===== src/cac_params.svh =====
`ifndef CAC_PARAMS_SVH
`define CAC_PARAMS_SVH

// register byte offsets
`define CAC_ADDR_W 5
`define CAC_OFS_CFG 5'h00
`define CAC_OFS_STAT 5'h04
`define CAC_OFS_OPB 5'h08
`define CAC_OFS_CMD 5'h0c
`define CAC_OFS_RLO 5'h10
`define CAC_OFS_RHI 5'h14

// core_configuration fields
`define CAC_CFG_DL_HI 10
`define CAC_CFG_DL_LO 8
`define CAC_CFG_ACC_A_SATURATION_ENABLE 7
`define CAC_CFG_ACC_B_SATURATION_ENABLE 6
`define CAC_CFG_DATA_WRITE_SATURATION_ENABLE 5
`define CAC_CFG_SATURATION_MODE_SELECT 4
`define CAC_CFG_PRIORITY_LEVEL_MSB 3
`define CAC_CFG_RND 1
`define CAC_CFG_IF 0
`define CAC_CFG_RST_DATA_WRITE_SATURATION_ENABLE 1'h1

// status_word fields
`define CAC_SR_C 0
`define CAC_SR_Z 1
`define CAC_SR_OV 2
`define CAC_SR_N 3
`define CAC_SR_IPL_HI 7
`define CAC_SR_IPL_LO 5
`define CAC_SR_DC 8
`define CAC_SR_WMASK 16'h01ef

// dsp saturation and rounding constants
`define CAC_ACC_MAX40 40'h7fffffffff
`define CAC_ACC_MIN40 40'h8000000000
`define CAC_ACC_MAX32 40'h007fffffff
`define CAC_ACC_MIN32 40'hff80000000
`define CAC_RND_HALF 40'h0000008000
`define CAC_RND_TIE 16'h8000
`define CAC_W_MAX 16'h7fff
`define CAC_W_MIN 16'h8000

`endif


===== src/cac_pkg.sv =====
package cac_pkg;

    typedef enum logic [3:0] {
        CAC_OP_ADD,
        CAC_OP_ADDC,
        CAC_OP_SUB,
        CAC_OP_SUBB,
        CAC_OP_AND,
        CAC_OP_IOR,
        CAC_OP_XOR,
        CAC_OP_SHL,
        CAC_OP_LSR,
        CAC_OP_ASR,
        CAC_OP_MUL
    } cac_op_e;

    typedef enum logic [2:0] {
        CAC_MUL_SS,
        CAC_MUL_UU,
        CAC_MUL_SLIT,
        CAC_MUL_ULIT,
        CAC_MUL_US,
        CAC_MUL_BYTE
    } cac_mul_e;

    typedef struct packed {
        logic dsp_frac;
        logic [4:0] literal;
        logic [2:0] mul_mode;
        logic dst_mem;
        logic src_mem;
        logic byte_mode;
        logic [3:0] op;
    } cac_cmd_s;

    typedef struct packed {
        logic valid;
        logic sel_b;
        logic [40:0] sum;
    } cac_dsp_s;

endpackage


===== src/cac_alu_core.sv =====
// Design decisions made here: the Avalon-MM interface to the registers and the placing of the registers.
`timescale 1ns/100ps
`default_nettype none
`include "cac_params.svh"

module cac_alu_core (
    // clock and reset
    input wire logic ref_clk,
    input wire logic rst,
    // avalon-mm slave
    input wire logic [`CAC_ADDR_W-1:0] avm_address,
    input wire logic avm_read,
    input wire logic avm_write,
    input wire logic [31:0] avm_writedata,
    output logic [31:0] avm_readdata,
    output logic avm_waitrequest,
    // operand sources
    input wire logic [15:0] wreg_rd_data,
    input wire logic [15:0] dmem_rd_data,
    // result sinks
    output logic wreg_wr_en,
    output logic [15:0] wreg_wr_data,
    output logic dmem_wr_en,
    output logic [15:0] dmem_wr_data,
    // loop and interrupt hardware
    input wire logic [2:0] do_loop_depth,
    input wire logic priority_msb_set,
    output logic [3:0] cpu_priority_level,
    output logic user_int_block,
    // dsp engine
    input wire cac_pkg::cac_dsp_s dsp_acc_in,
    input wire logic dsp_store,
    input wire logic dsp_store_sel_b,
    output logic [39:0] first_accumulator,
    output logic [39:0] second_accumulator,
    output logic [2:0] dsp_mode
);

    logic waitreq_ff;
    logic [31:0] rdata_ff;
    logic [2:0] do_loop_depth_ff;
    logic acc_a_saturation_enable_ff;
    logic acc_b_saturation_enable_ff;
    logic data_write_saturation_enable_ff;
    logic saturation_mode_select_ff;
    logic priority_level_msb_ff;
    logic rounding_select_ff;
    logic int_frac_ff;
    logic [15:0] status_word_ff;
    logic [15:0] opb_ff;
    cac_pkg::cac_cmd_s cmd_ff;
    logic [15:0] res_lo_ff;
    logic [15:0] res_hi_ff;
    logic wreg_wr_en_ff;
    logic [15:0] wreg_wr_data_ff;
    logic dmem_wr_en_ff;
    logic [15:0] dmem_wr_data_ff;
    logic [39:0] acc_a_ff;
    logic [39:0] acc_b_ff;
    logic [3:0] prio_ff;
    logic blk_ff;

    logic take;
    logic wr_take;
    logic cmd_go;
    logic [15:0] core_configuration;
    logic [31:0] nxt_rdata;
    cac_pkg::cac_cmd_s new_cmd;
    cac_pkg::cac_op_e op;
    logic [15:0] opa;
    logic [15:0] opb;
    logic [15:0] nxt_res_lo;
    logic [15:0] nxt_res_hi;
    logic [15:0] nxt_status;
    logic [39:0] nxt_acc;
    logic [15:0] nxt_dsp_word;

    assign take = (avm_read | avm_write) & ~waitreq_ff;
    assign wr_take = avm_write & ~waitreq_ff;
    assign cmd_go = wr_take & (avm_address == `CAC_OFS_CMD);
    assign new_cmd = cac_pkg::cac_cmd_s'(avm_writedata[15:0]);
    assign op = cac_pkg::cac_op_e'(new_cmd.op);

    // bus handshake: one wait cycle, answer on the second edge
    always_ff @(posedge ref_clk or posedge rst) begin
        if (rst) begin
            waitreq_ff <= 1'h1;
        end else begin
            waitreq_ff <= ~((avm_read | avm_write) & waitreq_ff);
        end
    end

    always_comb begin
        core_configuration = 16'h0000;
        core_configuration[`CAC_CFG_DL_HI:`CAC_CFG_DL_LO] = do_loop_depth_ff;
        core_configuration[`CAC_CFG_ACC_A_SATURATION_ENABLE] = acc_a_saturation_enable_ff;
        core_configuration[`CAC_CFG_ACC_B_SATURATION_ENABLE] = acc_b_saturation_enable_ff;
        core_configuration[`CAC_CFG_DATA_WRITE_SATURATION_ENABLE] = data_write_saturation_enable_ff;
        core_configuration[`CAC_CFG_SATURATION_MODE_SELECT] = saturation_mode_select_ff;
        core_configuration[`CAC_CFG_PRIORITY_LEVEL_MSB] = priority_level_msb_ff;
        core_configuration[`CAC_CFG_RND] = rounding_select_ff;
        core_configuration[`CAC_CFG_IF] = int_frac_ff;
    end

    always_comb begin
        nxt_rdata = 32'h00000000;
        case (avm_address)
            `CAC_OFS_CFG: nxt_rdata[15:0] = core_configuration;
            `CAC_OFS_STAT: nxt_rdata[15:0] = status_word_ff;
            `CAC_OFS_OPB: nxt_rdata[15:0] = opb_ff;
            `CAC_OFS_CMD: nxt_rdata[15:0] = cmd_ff;
            `CAC_OFS_RLO: nxt_rdata[15:0] = res_lo_ff;
            `CAC_OFS_RHI: nxt_rdata[15:0] = res_hi_ff;
            default: nxt_rdata = 32'h00000000;
        endcase
    end

    always_ff @(posedge ref_clk or posedge rst) begin
        if (rst) begin
            rdata_ff <= 32'h00000000;
        end else if ((avm_read | avm_write) & waitreq_ff) begin
            rdata_ff <= nxt_rdata;
        end
    end

    // loop depth follows the loop hardware
    always_ff @(posedge ref_clk or posedge rst) begin
        if (rst) begin
            do_loop_depth_ff <= 3'h0;
        end else begin
            do_loop_depth_ff <= do_loop_depth;
        end
    end

    // writable configuration bits
    always_ff @(posedge ref_clk or posedge rst) begin
        if (rst) begin
            acc_a_saturation_enable_ff <= 1'h0;
            acc_b_saturation_enable_ff <= 1'h0;
            data_write_saturation_enable_ff <= `CAC_CFG_RST_DATA_WRITE_SATURATION_ENABLE;
            saturation_mode_select_ff <= 1'h0;
            rounding_select_ff <= 1'h0;
            int_frac_ff <= 1'h0;
        end else if (wr_take & (avm_address == `CAC_OFS_CFG)) begin
            acc_a_saturation_enable_ff <= avm_writedata[`CAC_CFG_ACC_A_SATURATION_ENABLE];
            acc_b_saturation_enable_ff <= avm_writedata[`CAC_CFG_ACC_B_SATURATION_ENABLE];
            data_write_saturation_enable_ff <= avm_writedata[`CAC_CFG_DATA_WRITE_SATURATION_ENABLE];
            saturation_mode_select_ff <= avm_writedata[`CAC_CFG_SATURATION_MODE_SELECT];
            rounding_select_ff <= avm_writedata[`CAC_CFG_RND];
            int_frac_ff <= avm_writedata[`CAC_CFG_IF];
        end
    end

    // priority msb: hardware sets, software may only clear, set wins
    always_ff @(posedge ref_clk or posedge rst) begin
        if (rst) begin
            priority_level_msb_ff <= 1'h0;
        end else if (priority_msb_set) begin
            priority_level_msb_ff <= 1'h1;
        end else if (wr_take & (avm_address == `CAC_OFS_CFG) & ~avm_writedata[`CAC_CFG_PRIORITY_LEVEL_MSB]) begin
            priority_level_msb_ff <= 1'h0;
        end
    end

    always_ff @(posedge ref_clk or posedge rst) begin
        if (rst) begin
            prio_ff <= 4'h0;
            blk_ff <= 1'h0;
        end else begin
            prio_ff <= {priority_level_msb_ff,
                status_word_ff[`CAC_SR_IPL_HI:`CAC_SR_IPL_LO]};
            blk_ff <= priority_level_msb_ff;
        end
    end

    // alu datapath
    always_comb begin
        logic [15:0] bm;
        logic cin;
        logic [16:0] s17;
        logic [8:0] s9;
        logic [4:0] nib;
        logic [16:0] ma;
        logic [16:0] mb;
        logic [33:0] prod;
        logic msb_a;
        logic msb_b;
        logic msb_r;
        logic byt;
        bm = 16'h0000;
        cin = 1'h0;
        s17 = 17'h00000;
        s9 = 9'h000;
        nib = 5'h00;
        ma = 17'h00000;
        mb = 17'h00000;
        prod = 34'h000000000;
        msb_a = 1'h0;
        msb_b = 1'h0;
        msb_r = 1'h0;
        byt = new_cmd.byte_mode;
        opa = new_cmd.src_mem ? dmem_rd_data : wreg_rd_data;
        opb = opb_ff;
        nxt_res_lo = res_lo_ff;
        nxt_res_hi = res_hi_ff;
        nxt_status = status_word_ff;
        case (op)
            cac_pkg::CAC_OP_ADD, cac_pkg::CAC_OP_ADDC, cac_pkg::CAC_OP_SUB,
            cac_pkg::CAC_OP_SUBB: begin
                // subtract adds the complement; carry means no borrow
                bm = (op == cac_pkg::CAC_OP_SUB || op == cac_pkg::CAC_OP_SUBB) ? ~opb : opb;
                case (op)
                    cac_pkg::CAC_OP_SUB: cin = 1'h1;
                    cac_pkg::CAC_OP_ADDC, cac_pkg::CAC_OP_SUBB: cin = status_word_ff[`CAC_SR_C];
                    default: cin = 1'h0;
                endcase
                s17 = {1'h0, opa} + {1'h0, bm} + {16'h0000, cin};
                s9 = {1'h0, opa[7:0]} + {1'h0, bm[7:0]} + {8'h00, cin};
                nib = {1'h0, opa[3:0]} + {1'h0, bm[3:0]} + {4'h0, cin};
                nxt_res_lo = byt ? {opa[15:8], s9[7:0]} : s17[15:0];
                msb_a = byt ? opa[7] : opa[15];
                msb_b = byt ? bm[7] : bm[15];
                msb_r = byt ? s9[7] : s17[15];
                nxt_status[`CAC_SR_C] = byt ? s9[8] : s17[16];
                nxt_status[`CAC_SR_DC] = nib[4];
                nxt_status[`CAC_SR_OV] = (msb_a == msb_b) & (msb_r != msb_a);
            end
            cac_pkg::CAC_OP_AND: nxt_res_lo = opa & opb;
            cac_pkg::CAC_OP_IOR: nxt_res_lo = opa | opb;
            cac_pkg::CAC_OP_XOR: nxt_res_lo = opa ^ opb;
            cac_pkg::CAC_OP_SHL: begin
                nxt_res_lo = {opa[14:0], 1'h0};
                nxt_status[`CAC_SR_C] = byt ? opa[7] : opa[15];
            end
            cac_pkg::CAC_OP_LSR: begin
                nxt_res_lo = byt ? {opa[15:8], 1'h0, opa[7:1]} : {1'h0, opa[15:1]};
                nxt_status[`CAC_SR_C] = opa[0];
            end
            cac_pkg::CAC_OP_ASR: begin
                nxt_res_lo = byt ? {opa[15:8], opa[7], opa[7:1]} : {opa[15], opa[15:1]};
                nxt_status[`CAC_SR_C] = opa[0];
            end
            cac_pkg::CAC_OP_MUL: begin
                // all modes share one signed 17x17 multiplier
                case (cac_pkg::cac_mul_e'(new_cmd.mul_mode))
                    cac_pkg::CAC_MUL_SS: begin
                        ma = {opa[15], opa};
                        mb = {opb[15], opb};
                    end
                    cac_pkg::CAC_MUL_US: begin
                        ma = {1'h0, opa};
                        mb = {opb[15], opb};
                    end
                    cac_pkg::CAC_MUL_SLIT: begin
                        ma = {opa[15], opa};
                        mb = {12'h000, new_cmd.literal};
                    end
                    cac_pkg::CAC_MUL_ULIT: begin
                        ma = {1'h0, opa};
                        mb = {12'h000, new_cmd.literal};
                    end
                    cac_pkg::CAC_MUL_BYTE: begin
                        ma = {9'h000, opa[7:0]};
                        mb = {9'h000, opb[7:0]};
                    end
                    default: begin
                        ma = {1'h0, opa};
                        mb = {1'h0, opb};
                    end
                endcase
                prod = 34'($signed(ma) * $signed(mb));
                if (new_cmd.dsp_frac & ~int_frac_ff) begin
                    prod = {prod[32:0], 1'h0};
                end
                nxt_res_lo = prod[15:0];
                nxt_res_hi = (cac_pkg::cac_mul_e'(new_cmd.mul_mode) == cac_pkg::CAC_MUL_BYTE) ?
                    16'h0000 : prod[31:16];
            end
            default: nxt_res_lo = res_lo_ff;
        endcase
        if (op != cac_pkg::CAC_OP_MUL) begin
            nxt_status[`CAC_SR_N] = byt ? nxt_res_lo[7] : nxt_res_lo[15];
            nxt_status[`CAC_SR_Z] = byt ? (nxt_res_lo[7:0] == 8'h00) :
                (nxt_res_lo == 16'h0000);
        end
    end

    // software registers and alu results
    always_ff @(posedge ref_clk or posedge rst) begin
        if (rst) begin
            status_word_ff <= 16'h0000;
            opb_ff <= 16'h0000;
            cmd_ff <= '0;
            res_lo_ff <= 16'h0000;
            res_hi_ff <= 16'h0000;
        end else begin
            if (wr_take & (avm_address == `CAC_OFS_STAT)) begin
                status_word_ff <= avm_writedata[15:0] & `CAC_SR_WMASK;
            end else if (cmd_go) begin
                status_word_ff <= nxt_status;
            end
            if (wr_take & (avm_address == `CAC_OFS_OPB)) begin
                opb_ff <= avm_writedata[15:0];
            end
            if (cmd_go) begin
                cmd_ff <= new_cmd;
                res_lo_ff <= nxt_res_lo;
                res_hi_ff <= nxt_res_hi;
            end
        end
    end

    // accumulator saturation
    always_comb begin
        logic en;
        en = dsp_acc_in.sel_b ? acc_b_saturation_enable_ff : acc_a_saturation_enable_ff;
        nxt_acc = dsp_acc_in.sum[39:0];
        if (en & saturation_mode_select_ff & (dsp_acc_in.sum[40] != dsp_acc_in.sum[39])) begin
            nxt_acc = dsp_acc_in.sum[40] ? `CAC_ACC_MIN40 : `CAC_ACC_MAX40;
        end else if (en & ~saturation_mode_select_ff &
            (dsp_acc_in.sum[40:31] != {10{dsp_acc_in.sum[40]}})) begin
            nxt_acc = dsp_acc_in.sum[40] ? `CAC_ACC_MIN32 : `CAC_ACC_MAX32;
        end
    end

    always_ff @(posedge ref_clk or posedge rst) begin
        if (rst) begin
            acc_a_ff <= 40'h0000000000;
            acc_b_ff <= 40'h0000000000;
        end else if (dsp_acc_in.valid) begin
            if (dsp_acc_in.sel_b) begin
                acc_b_ff <= nxt_acc;
            end else begin
                acc_a_ff <= nxt_acc;
            end
        end
    end

    // dsp store: round then optionally saturate to one word
    always_comb begin
        logic [39:0] src;
        logic [39:0] rnd;
        src = dsp_store_sel_b ? acc_b_ff : acc_a_ff;
        if (rounding_select_ff | (src[15:0] != `CAC_RND_TIE) | src[16]) begin
            rnd = src + `CAC_RND_HALF;
        end else begin
            rnd = src;
        end
        nxt_dsp_word = rnd[31:16];
        if (data_write_saturation_enable_ff & (rnd[39:31] != {9{rnd[39]}})) begin
            nxt_dsp_word = rnd[39] ? `CAC_W_MIN : `CAC_W_MAX;
        end
    end

    // result write ports
    always_ff @(posedge ref_clk or posedge rst) begin
        if (rst) begin
            wreg_wr_en_ff <= 1'h0;
            wreg_wr_data_ff <= 16'h0000;
            dmem_wr_en_ff <= 1'h0;
            dmem_wr_data_ff <= 16'h0000;
        end else begin
            wreg_wr_en_ff <= cmd_go & ~new_cmd.dst_mem;
            dmem_wr_en_ff <= (cmd_go & new_cmd.dst_mem) | (dsp_store & ~cmd_go);
            if (cmd_go) begin
                wreg_wr_data_ff <= nxt_res_lo;
                dmem_wr_data_ff <= nxt_res_lo;
            end else if (dsp_store) begin
                dmem_wr_data_ff <= nxt_dsp_word;
            end
        end
    end

    assign avm_waitrequest = waitreq_ff;
    assign avm_readdata = rdata_ff;
    assign wreg_wr_en = wreg_wr_en_ff;
    assign wreg_wr_data = wreg_wr_data_ff;
    assign dmem_wr_en = dmem_wr_en_ff;
    assign dmem_wr_data = dmem_wr_data_ff;
    assign cpu_priority_level = prio_ff;
    assign user_int_block = blk_ff;
    assign first_accumulator = acc_a_ff;
    assign second_accumulator = acc_b_ff;
    assign dsp_mode = {int_frac_ff, rounding_select_ff, saturation_mode_select_ff};

endmodule

`default_nettype wire


===== config.mk =====
export PLATFORM = sky130hd
export DESIGN_NAME = cac_alu_core
export DESIGN_NICKNAME = d
export VERILOG_FILES = /design/src/cac_pkg.sv /design/src/cac_alu_core.sv
export VERILOG_INCLUDE_DIRS = /design/src
export SDC_FILE = /design/constraint.sdc
export NUM_CORES = 1
export LEC_CHECK = 0
export BUFFER_PORTS_ARGS = -buffer_cell sky130_fd_sc_hd__buf_4
export CORE_MARGIN = 2
export CORE_UTILIZATION = 66
export CTS_CLUSTER_SIZE = 24
export DETAILED_ROUTE_END_ITERATION = 16
export PLACE_DENSITY = 0.89
export REMOVE_ABC_BUFFERS = 1
export SYNTH_ARGS = -nofsm -noshare
export SYNTH_HDL_FRONTEND = slang
export SYNTH_SLANG_ARGS = --single-unit

===== constraint.sdc =====
create_clock -name ref_clk -period 19.2 [get_ports ref_clk]
set_clock_uncertainty 0.15 [all_clocks]
set_input_delay 2.88 -clock ref_clk [delete_from_list [all_inputs] [get_ports ref_clk]]
set_output_delay 2.88 -clock ref_clk [all_outputs]
set_load 0.02 [all_outputs]

# Yosys cells after proc, flatten, opt, wreduce, memory -nomap -nowiden
# Cells that the tools add are included.
[word_totals]
output_inout_bits = 155
in_bits = 122
word_cells = 163
regBits = 210
[op_classes]
n_eq_ne = 26
bitwise_logic = 33
reduce_logical = 24
mul = 1
add_sub_neg = 7
mux = 41
[op_table]
columns = ["op", "n"]
rows = [
  ["$mux 40", 6],
  ["$mux 16", 10],
  ["$pmux 16 s8", 1],
  ["$pmux 16 s6", 1],
  ["$pmux 17 s3", 1],
  ["$add 40x16->40 const B", 1],
  ["$mux 17", 2],
  ["$pmux 17 s2", 1],
  ["$mul 17x17->32", 1],
  ["$mux 32", 1],
  ["$add 16x16->17", 1],
  ["$add 17x1->17", 1],
  ["$and 1x1->1", 17],
  ["$and 16x16->16", 1],
  ["$eq 4x3->1 const B", 4],
  ["$logic_not 16->1", 1],
  ["$ne 16x16->1 const B", 1],
  ["$not 16->16", 1],
  ["$or 16x16->16", 1],
  ["$xor 16x16->16", 1],
  ["$mux 15", 1],
  ["$mux 1", 14],
  ["$eq 4x4->1 const B", 3],
  ["$reduce_and 2->1", 6],
  ["30 further kinds", 54],
]

# Logic depth before layout (Yosys ltp)
# Gate-level depths: netlist (run 1).
[depth]
ltp_word = 12
depth_mapped = 29
mapped_depth_nobuf = 26

# Worst setup path before layout (run 1)
# OpenSTA, ideal clock, no wires.
[synth_path]
kind = "input to register"
startpoint = "in avm_writedata[5]"
endpoint = "reg status_word_ff[1]"
required_ps = 18967
arrival_ps = 9882
path_buffers = 4
setup_ps = 83
path_stages = 28
setup_slack_ps = 9085
cell_sequence = "buf_2 > buf_1 > mux2_2 > clkbuf_1 > inv_1 > buf_1 > nor2_1 > fa_1 > inv_1 > fa_1 > fa_1 > inv_1 > fa_1 > fa_1 > inv_1 > fa_1 > inv_1 > ha_1 > o2111a_1 > and2_1 > a221oi_1 > xnor2_1 > nor2_1 > a21oi_1 > o211ai_1 > a221o_1 > or4_1 > o21ai_0"
[synth_between]
elab_chain_cells = 11
word_cells_on_any_way = 22
cone_classes = "add/sub (4); mul (1); mux (12); bitwise (3); reduce/logical (2)"
[synth_rtl]
columns = ["element", "line_no", "rtl"]
rows = [
  ["start: declaration", "cac_alu_core.sv:14", "input wire logic [31:0] avm_writedata,"],
  ["$mux 16 *", "cac_alu_core.sv:202", "opa = new_cmd.src_mem ? dmem_rd_data : wreg_rd_data;"],
  ["$pmux 17 s2", "cac_alu_core.sv:245", "case (cac_pkg::cac_mul_e'(new_cmd.mul_mode))"],
  ["$mux 17", "cac_alu_core.sv:207", "case (op)"],
  ["$mul 17x17->32", "cac_alu_core.sv:271", "prod = 34'($signed(ma) * $signed(mb));"],
  ["$mux 32", "cac_alu_core.sv:272", "if (new_cmd.dsp_frac & ~int_frac_ff) begin"],
  ["$pmux 16 s8 *", "cac_alu_core.sv:207", ""],
  ["$logic_not 16->1 or $logic_not 8->1 (tied branches)", "cac_alu_core.sv:284, cac_alu_core.sv:283", ""],
  ["$mux 1 *", "cac_alu_core.sv:283", "nxt_status[`CAC_SR_Z] = byt ? (nxt_res_lo[7:0] == 8'h00) :"],
  ["$mux 1 *", "cac_alu_core.sv:281", "if (op != cac_pkg::CAC_OP_MUL) begin"],
  ["$mux 9 *", "cac_alu_core.sv:299", "end else if (cmd_go) begin"],
  ["$mux 16 *", "cac_alu_core.sv:297", "if (wr_take & (avm_address == `CAC_OFS_STAT)) begin"],
  ["end signal: assignment", "cac_alu_core.sv:298", "status_word_ff <= avm_writedata[15:0] & `CAC_SR_WMASK;"],
  ["end signal: assignment", "cac_alu_core.sv:300", "status_word_ff <= nxt_status;"],
  ["end: declaration", "cac_alu_core.sv:49", "logic [15:0] status_word_ff;"],
]
# Every way passes the cells marked *; elsewhere a longest branch is shown, timed or not. The select of a mux whose other input is x is not followed.
# A chain may end at the register's enable or synchronous reset.

# Worst setup path after layout (run 1)
[layout_path]
startpoint = "in avm_writedata[9]"
endpoint = "reg res_hi_ff[15]"
[layout_between]
elab_chain_cells = 7
word_cells_on_any_way = 15
cone_classes = "mul (1); eq/ne (4); mux (6); reduce/logical (4)"
[layout_rtl]
columns = ["element", "line_no", "rtl"]
rows = [
  ["$eq 3x2->1 (tied with other cells)", "cac_alu_core.sv:245", ""],
  ["$reduce_or 2->1 (no line)", "-", ""],
  ["$pmux 17 s3 or $pmux 17 s2 (tied branches)", "cac_alu_core.sv:245", ""],
  ["$mux 17", "cac_alu_core.sv:207", ""],
  ["$mul 17x17->32", "cac_alu_core.sv:271", ""],
  ["$mux 32", "cac_alu_core.sv:272", ""],
  ["$mux 16 *", "cac_alu_core.sv:276", "nxt_res_hi = (cac_pkg::cac_mul_e'(new_cmd.mul_mode) == cac_pkg::CAC_MUL_BYTE) ?"],
  ["end signal: assignment", "cac_alu_core.sv:308", "res_hi_ff <= nxt_res_hi;"],
  ["end: declaration", "cac_alu_core.sv:53", "logic [15:0] res_hi_ff;"],
]
# Marked as above.

==> results of run 1 <==
[layout by cell type (no fill, tap or decap), types with 17 or more instances in the layout]
cell	count
buf_4	277
a21o_1	18
inv_1	349
clkbuf_16	20
nor2_1	298
a221oi_1	17
xor2_1	26
a211oi_1	17
dfrtp_1	199
mux2_2	43
a21oi_1	160
a22oi_1	18
xnor2_1	59
mux2i_1	59
nor3_1	22
o21ai_0	135
nand2_1	390
nand3_1	33
fa_1	284
ha_1	130
[layout make-up]
class | instances | area (um^2) | area share [%]
Multi-Input combinational cell | 1983 | 16000 | 62.4
Sequential cell | 201 | 5030 | 19.6
Timing Repair Buffer | 277 | 2080 | 8.09
Inverter | 355 | 1340 | 5.21
Clock buffer | 31 | 582 | 2.26
Tap cell | 455 | 569 | 2.21
Clock inverter | 3 | 65.1 | 0.253
[how the worst min path moves through the flow]
stage | from | to | slack, ns | cells past startpoint
after floorplan | priority_level_msb_ff | user_int_block | 0.22 | 0
after global placement | status_word_ff[6] | cpu_priority_level[1] | 0.23 | 0
after detailed placement | status_word_ff[5] | cpu_priority_level[0] | 0.24 | 0
after CTS | status_word_ff[5] | cpu_priority_level[0] | 0.25 | 0
after global routing | status_word_ff[5] | cpu_priority_level[0] | 0.26 | 0
final | status_word_ff[5] | cpu_priority_level[0] | 0.26 | 0
[cell families (layout without fill, tap and decap cells)]
family | after synthesis | after routing | synth area share [%]
simple gates | 870 | 870 | 16.3
compound gates | 496 | 496 | 13.3
mux | 102 | 102 | 4.67
fa+ha+maj | 414 | 414 | 31.8
xor+xnor | 85 | 85 | 3.24
buf+inv | 504 | 666 | 8.74
flops | 201 | 201 | 21.9
other cells | 1 | 16 | 0.0163
[state kept, by name, indices dropped and copies added (netlist names), 16 cells and up]
name,flops
avm_readdata,16
cmd_ff,16
dmem_wr_data,16
first_accumulator,40
opb,16
res_hi_ff,16
second_accumulator,40
wreg_wr_data,16
[routing by layer]
metal	vias to the layer above	wire length, um
met4	2	4940
li1	9017	-
met2	1505	34700
met1	10300	27900
met3	384	10500
met5	-	12
[critical path, delay by kind of cell]
family / cells / cell delay (ns)
adders and majority gates: 7 / 3.42
and+or+nand+nor: 8 / 2.90
AOI/OAI and AO/OA: 6 / 2.28
buffers and inverters: 5 / 0.37
[through the flow]
stage               std cells  hold WS (ns)  power (mW)  utilization [%]
finish                   3305         0.257        2.53             74.6
global route             3305         0.262        2.69             74.6
CTS                      3305         0.252        2.48             74.6
detailed placement       3271         0.242        2.07             72.7
global placement         3271         0.233        2.02             72.7
floorplan                2539         0.217        1.53                -
[power by group]
group | total (mW) | leakage (nW) | switching (mW) | internal [mW]
Clock | 0.393 | 0.313 | 0.170 | 0.223
Sequential | 0.551 | 2.51 | 0.0736 | 0.477
Combinational | 1.59 | 9.21 | 1.00 | 0.582
==> metrics.txt, run 1 <==
PortBufs 244; clock tree from TritonCTS yes; chip width 191 um; crit path capture res_hi_ff[15]; Post-Synthesis Cell Area 23000 um^2; fin. max-slew vios 0; root buffer cell clkbuf_16; post-route ant nets 0; post-route cell area 25700 um^2; RSZ-0062 raised after global routing no; DRT iter0 DRCs 2268; CTS sink cnt 201; total of max-cap violations 0; ANT cells 0; CP Launch Type primary input; die footprint 36400 um^2; critical path peak fanout 20; Setup violations, final 0; critical path's slowest cell a211oi_1; Die Height 191 um; vias per cell 6.40; Setup WS pre-CTS 7.39 ns; number of fill cells 2530; Fin Setup TNS 0 ns; post-synth top area share 24.7%; Max Clk Rate 85.8 MHz; Worst Setup SP avm_writedata[9]; Area growth syn-to-layout 11.8%; GRT Max-Usage Layer met2; critical path arrival 11.88 ns; Resize count post-CTS 0; post-layout min period 11.65 ns; CTS Hold Bufs 0; static leakage 12.0 nW; post-CTS setup buffers 0; Synth cell types 79; vias in the first global route 21.9k; PwrDens 98.4 nW/um^2; Peak VDD IR 100 uV; initial antenna violation count 1; Initial DRT Pass Iterations 6; worst skew pair latency 0.52 ns; Mapped Avg Cell Area 8.60 um^2; Nets 3374; worst r2r dst res_hi_ff[15]; CTS H-tree lvls 1; met2 Usage GRT 68.4%; Core ar. 34500 um^2; status complete, no violations; kind of critical path in2reg; cell count of the worst reg-to-reg path 23; I/O pins 277; post-synth top area cell fa_1; CP required 19.43 ns; Post-synth top flop dfrtp_1; Worst-path clk slew 0.07 ns; largest cells by area after synthesis fa_1 (25%), dfrtp_1 (22%), ha_1 (7.1%); period utilisation layout 60.7%; crit end category register; post-synthesis cell count 2673; Async SR Flop Fraction 100%; setup ws final 7.55 ns; top-count cell post-synth nand2_1; WL final 78.1 mm; pin count of the biggest net entering global routing 136; Routed wire per std cell 23.6 um; Rows 68; Yosys Warn Count 0; top post-synthesis cells by count nand2_1 (390), inv_1 (350), nor2_1 (300); Seq/Total Area, Yosys 21.9%; Hold/Removal Path Class reg2reg; most frequent CP cell fa_1; ratio of cells with drive above 1 in the final layout 13.2%; worst slew pin tran 1.18 ns; final routed DRC violation total 0; Max Buffers Root-to-Sink 3; placed instance area 25100 um^2; Global Route Usage Sum 44.1%; Slew HR 20.6%; Synth Register Bits 201; met1 GRT Util 55.9%; Final Hold Viols 0; gpl congestion 1.02; Reg2Reg Setup Slack 10.82 ns; GRT overflow 0; first-pass GRT wire length 122 mm; met3 Use GR 14.1%; vias 21.2k; Post-synth EDFFs 0; Initial Utilization 66.7%; CTS buffer count 20; Final HPWL DP 60.0 mm; slowest stage delay, CP 0.99 ns; worst r2r src opb[11]
(Power assumes the default switching activity.)
==> run 2, diff against run 1 <==
--- a/config.mk
+++ b/config.mk
@@ -8,10 +8,10 @@
 export LEC_CHECK = 0
 export BUFFER_PORTS_ARGS = -buffer_cell sky130_fd_sc_hd__buf_4
 export CORE_MARGIN = 2
-export CORE_UTILIZATION = 66
+export CORE_UTILIZATION = 61
 export CTS_CLUSTER_SIZE = 24
 export DETAILED_ROUTE_END_ITERATION = 16
-export PLACE_DENSITY = 0.89
+export PLACE_DENSITY = 0.83
 export REMOVE_ABC_BUFFERS = 1
 export SYNTH_ARGS = -nofsm -noshare
 export SYNTH_HDL_FRONTEND = slang
==> constraint.sdc (replaced) <==
create_clock -name ref_clk -period 10.9 [get_ports ref_clk]
set_clock_uncertainty 0.15 [all_clocks]
set_input_delay 1.635 -clock ref_clk [delete_from_list [all_inputs] [get_ports ref_clk]]
set_output_delay 1.635 -clock ref_clk [all_outputs]
set_load 0.02 [all_outputs]
==> run 2 against run 1 <==
  * Clock power rose by 80%
  * Sequential power increased by 76%
  * Critical path type unchanged
  * Largest cell class unchanged
  * Critical path depth is 1 lower
  * First-iteration DRC count is 13% lower
  * Global-route usage is 4.2 points lower
  * Via count fell by 1.2%
  * Setup slack worse by 6.1 ns
  * Flip-flop and latch count stayed put
  * Worst hold slack got worse by 0.0024 ns
  * Cell count is 2.1% higher
  * Critical endpoint unchanged
  * Power rose by 76%
==> metrics.txt, run 2 (same netlist as run 1, synthesis figures left out) <==
static leakage 12.1 nW; WL final 75.9 mm; chip width 198 um; fin. max-slew vios 0; Crit path depth 25; post-route ant nets 0; RSZ-0062 raised after global routing no; Hold/Removal Path Class reg2reg; vias 20.9k; critical path peak fanout 20; Max Buffers Root-to-Sink 3; Power Total 4.45 mW; most frequent cells in the layout nand2_1 (390), inv_1 (349), nor2_1 (298); CTS Hold Bufs 0; Finished Core Util 69.2%; Resize count post-CTS 0; Final HPWL DP 59.2 mm; Fin Setup TNS 0 ns; worst r2r dst res_hi_ff[15]; post-layout min period 9.48 ns; critical path arrival 9.73 ns; cell count of the worst reg-to-reg path 22; final routed DRC violation total 0; CP Launch Type primary input; crit path capture res_hi_ff[15]; Peak VDD IR 169 uV; Max Clk Rate 105 MHz; PortBufs 244; Core ar. 37400 um^2; worst slew pin tran 1.11 ns; slowest stage delay, CP 0.68 ns; CTS buffer count 21; pin count of the biggest net entering global routing 123; Reg2Reg Setup Slack 2.81 ns; clock tree from TritonCTS yes; critical path's slowest cell a211oi_1; vias in the first global route 21.4k; CP delay by family, top adder cells; kind of critical path in2reg; fin cells 3374; Worst-path clk slew 0.07 ns; GRT overflow 0; worst skew pair latency 0.51 ns; first-pass GRT wire length 119 mm; worst path buffer plus inverter count 6; Die Height 198 um; setup ws final 1.42 ns; die footprint 39300 um^2; Setup WS pre-CTS 1.09 ns; initial antenna violation count 0; Slew HR 25.9%; Final Hold Viols 0; CTS H-tree lvls 1; period utilisation layout 87.0%; Post-Place Cells 3338; Initial Utilization 61.5%; ANT cells 0; vias per cell 6.20; Nets 3386; ratio of cells with drive above 1 in the final layout 13.7%; Routed wire per std cell 22.5 um; CP required 11.15 ns; Rows 71; Setup violations, final 0; Worst Setup SP avm_writedata[5]; Global Route Usage Sum 39.9%; CTS sink cnt 201; Area growth syn-to-layout 12.5%; DRT iter0 DRCs 1974; total of max-cap violations 0; most frequent CP cell fa_1; I/O pins 277; status complete, no violations; Initial DRT Pass Iterations 5; worst r2r src opb[8]; most common cell after layout, fill and taps aside nand2_1; post-CTS setup buffers 0; crit end category register; PwrDens 172 nW/um^2; gpl congestion 0.989; root buffer cell clkbuf_16
-- run 2: cell types whose count changed in the layout (fill, tap and decap cells not counted), sizes merged --
cell,change
buf,+11
clkbuf,-4
clkinv,+3
clkinvlp,+2
inv,+1
-- run 2: per-layer routing --
layer | share of wire [%] | global-route usage [%]
met1 | 38 | 51.9
met2 | 45 | 62.6
met3 | 12 | 10.2
met4 | 5.5 | 19.1
met5 | 0 | 0
-- run 2: worst min-delay path by stage --
stage / from / to / slack (ns) / depth (start not counted)
after global placement: status_word_ff[7] / cpu_priority_level[2] / 0.24 / 0
final: status_word_ff[7] / cpu_priority_level[2] / 0.25 / 0
after detailed placement: priority_level_msb_ff / user_int_block / 0.23 / 0
after floorplan: priority_level_msb_ff / user_int_block / 0.22 / 0
after CTS: status_word_ff[5] / cpu_priority_level[0] / 0.26 / 0
after global routing: priority_level_msb_ff / user_int_block / 0.27 / 0
-- run 2: area by class of cell --
type	count	area [um^2]
multi-input combinational	1983	16000
fill	2942	11500
sequential	201	5030
timing repair buffer	288	2160
inverter	355	1340
tap	511	639
clock buffer	27	588
clock inverter	9	78.8
-- run 2: metrics by stage --
| stage | instance area (um^2) | hold WS, ns |
|---|---|---|
| after CTS | 25900 | 0.256 |
| final | 25900 | 0.255 |
| after floorplan | 22400 | 0.217 |
| after global routing | 25900 | 0.271 |
| after detailed placement | 25200 | 0.235 |
| after global placement | 25200 | 0.239 |
-- run 2: where the power goes --
part	internal [mW]	switching, mW
sequential	0.841	0.128
combinational	1.00	1.77
clock	0.404	0.305
total	2.25	2.20
-- run 2: worst register-to-register path, cell delays in order, from the launching register on --
cell,delay [ns]
dfrtp_1,0.62
and3_1,0.70
nand2_1,0.17
fa_1,0.54
fa_1,0.51
inv_1,0.04
fa_1,0.50
inv_1,0.07
fa_1,0.50
fa_1,0.55
inv_1,0.06
fa_1,0.64
ha_1,0.37
nor3_1,0.10
a211oi_1,0.68
nand3_1,0.15
o211ai_1,0.27
o21ai_0,0.18
a21boi_0,0.31
nand2_1,0.10
a21oi_1,0.32
nor3_1,0.09
o41ai_1,0.35
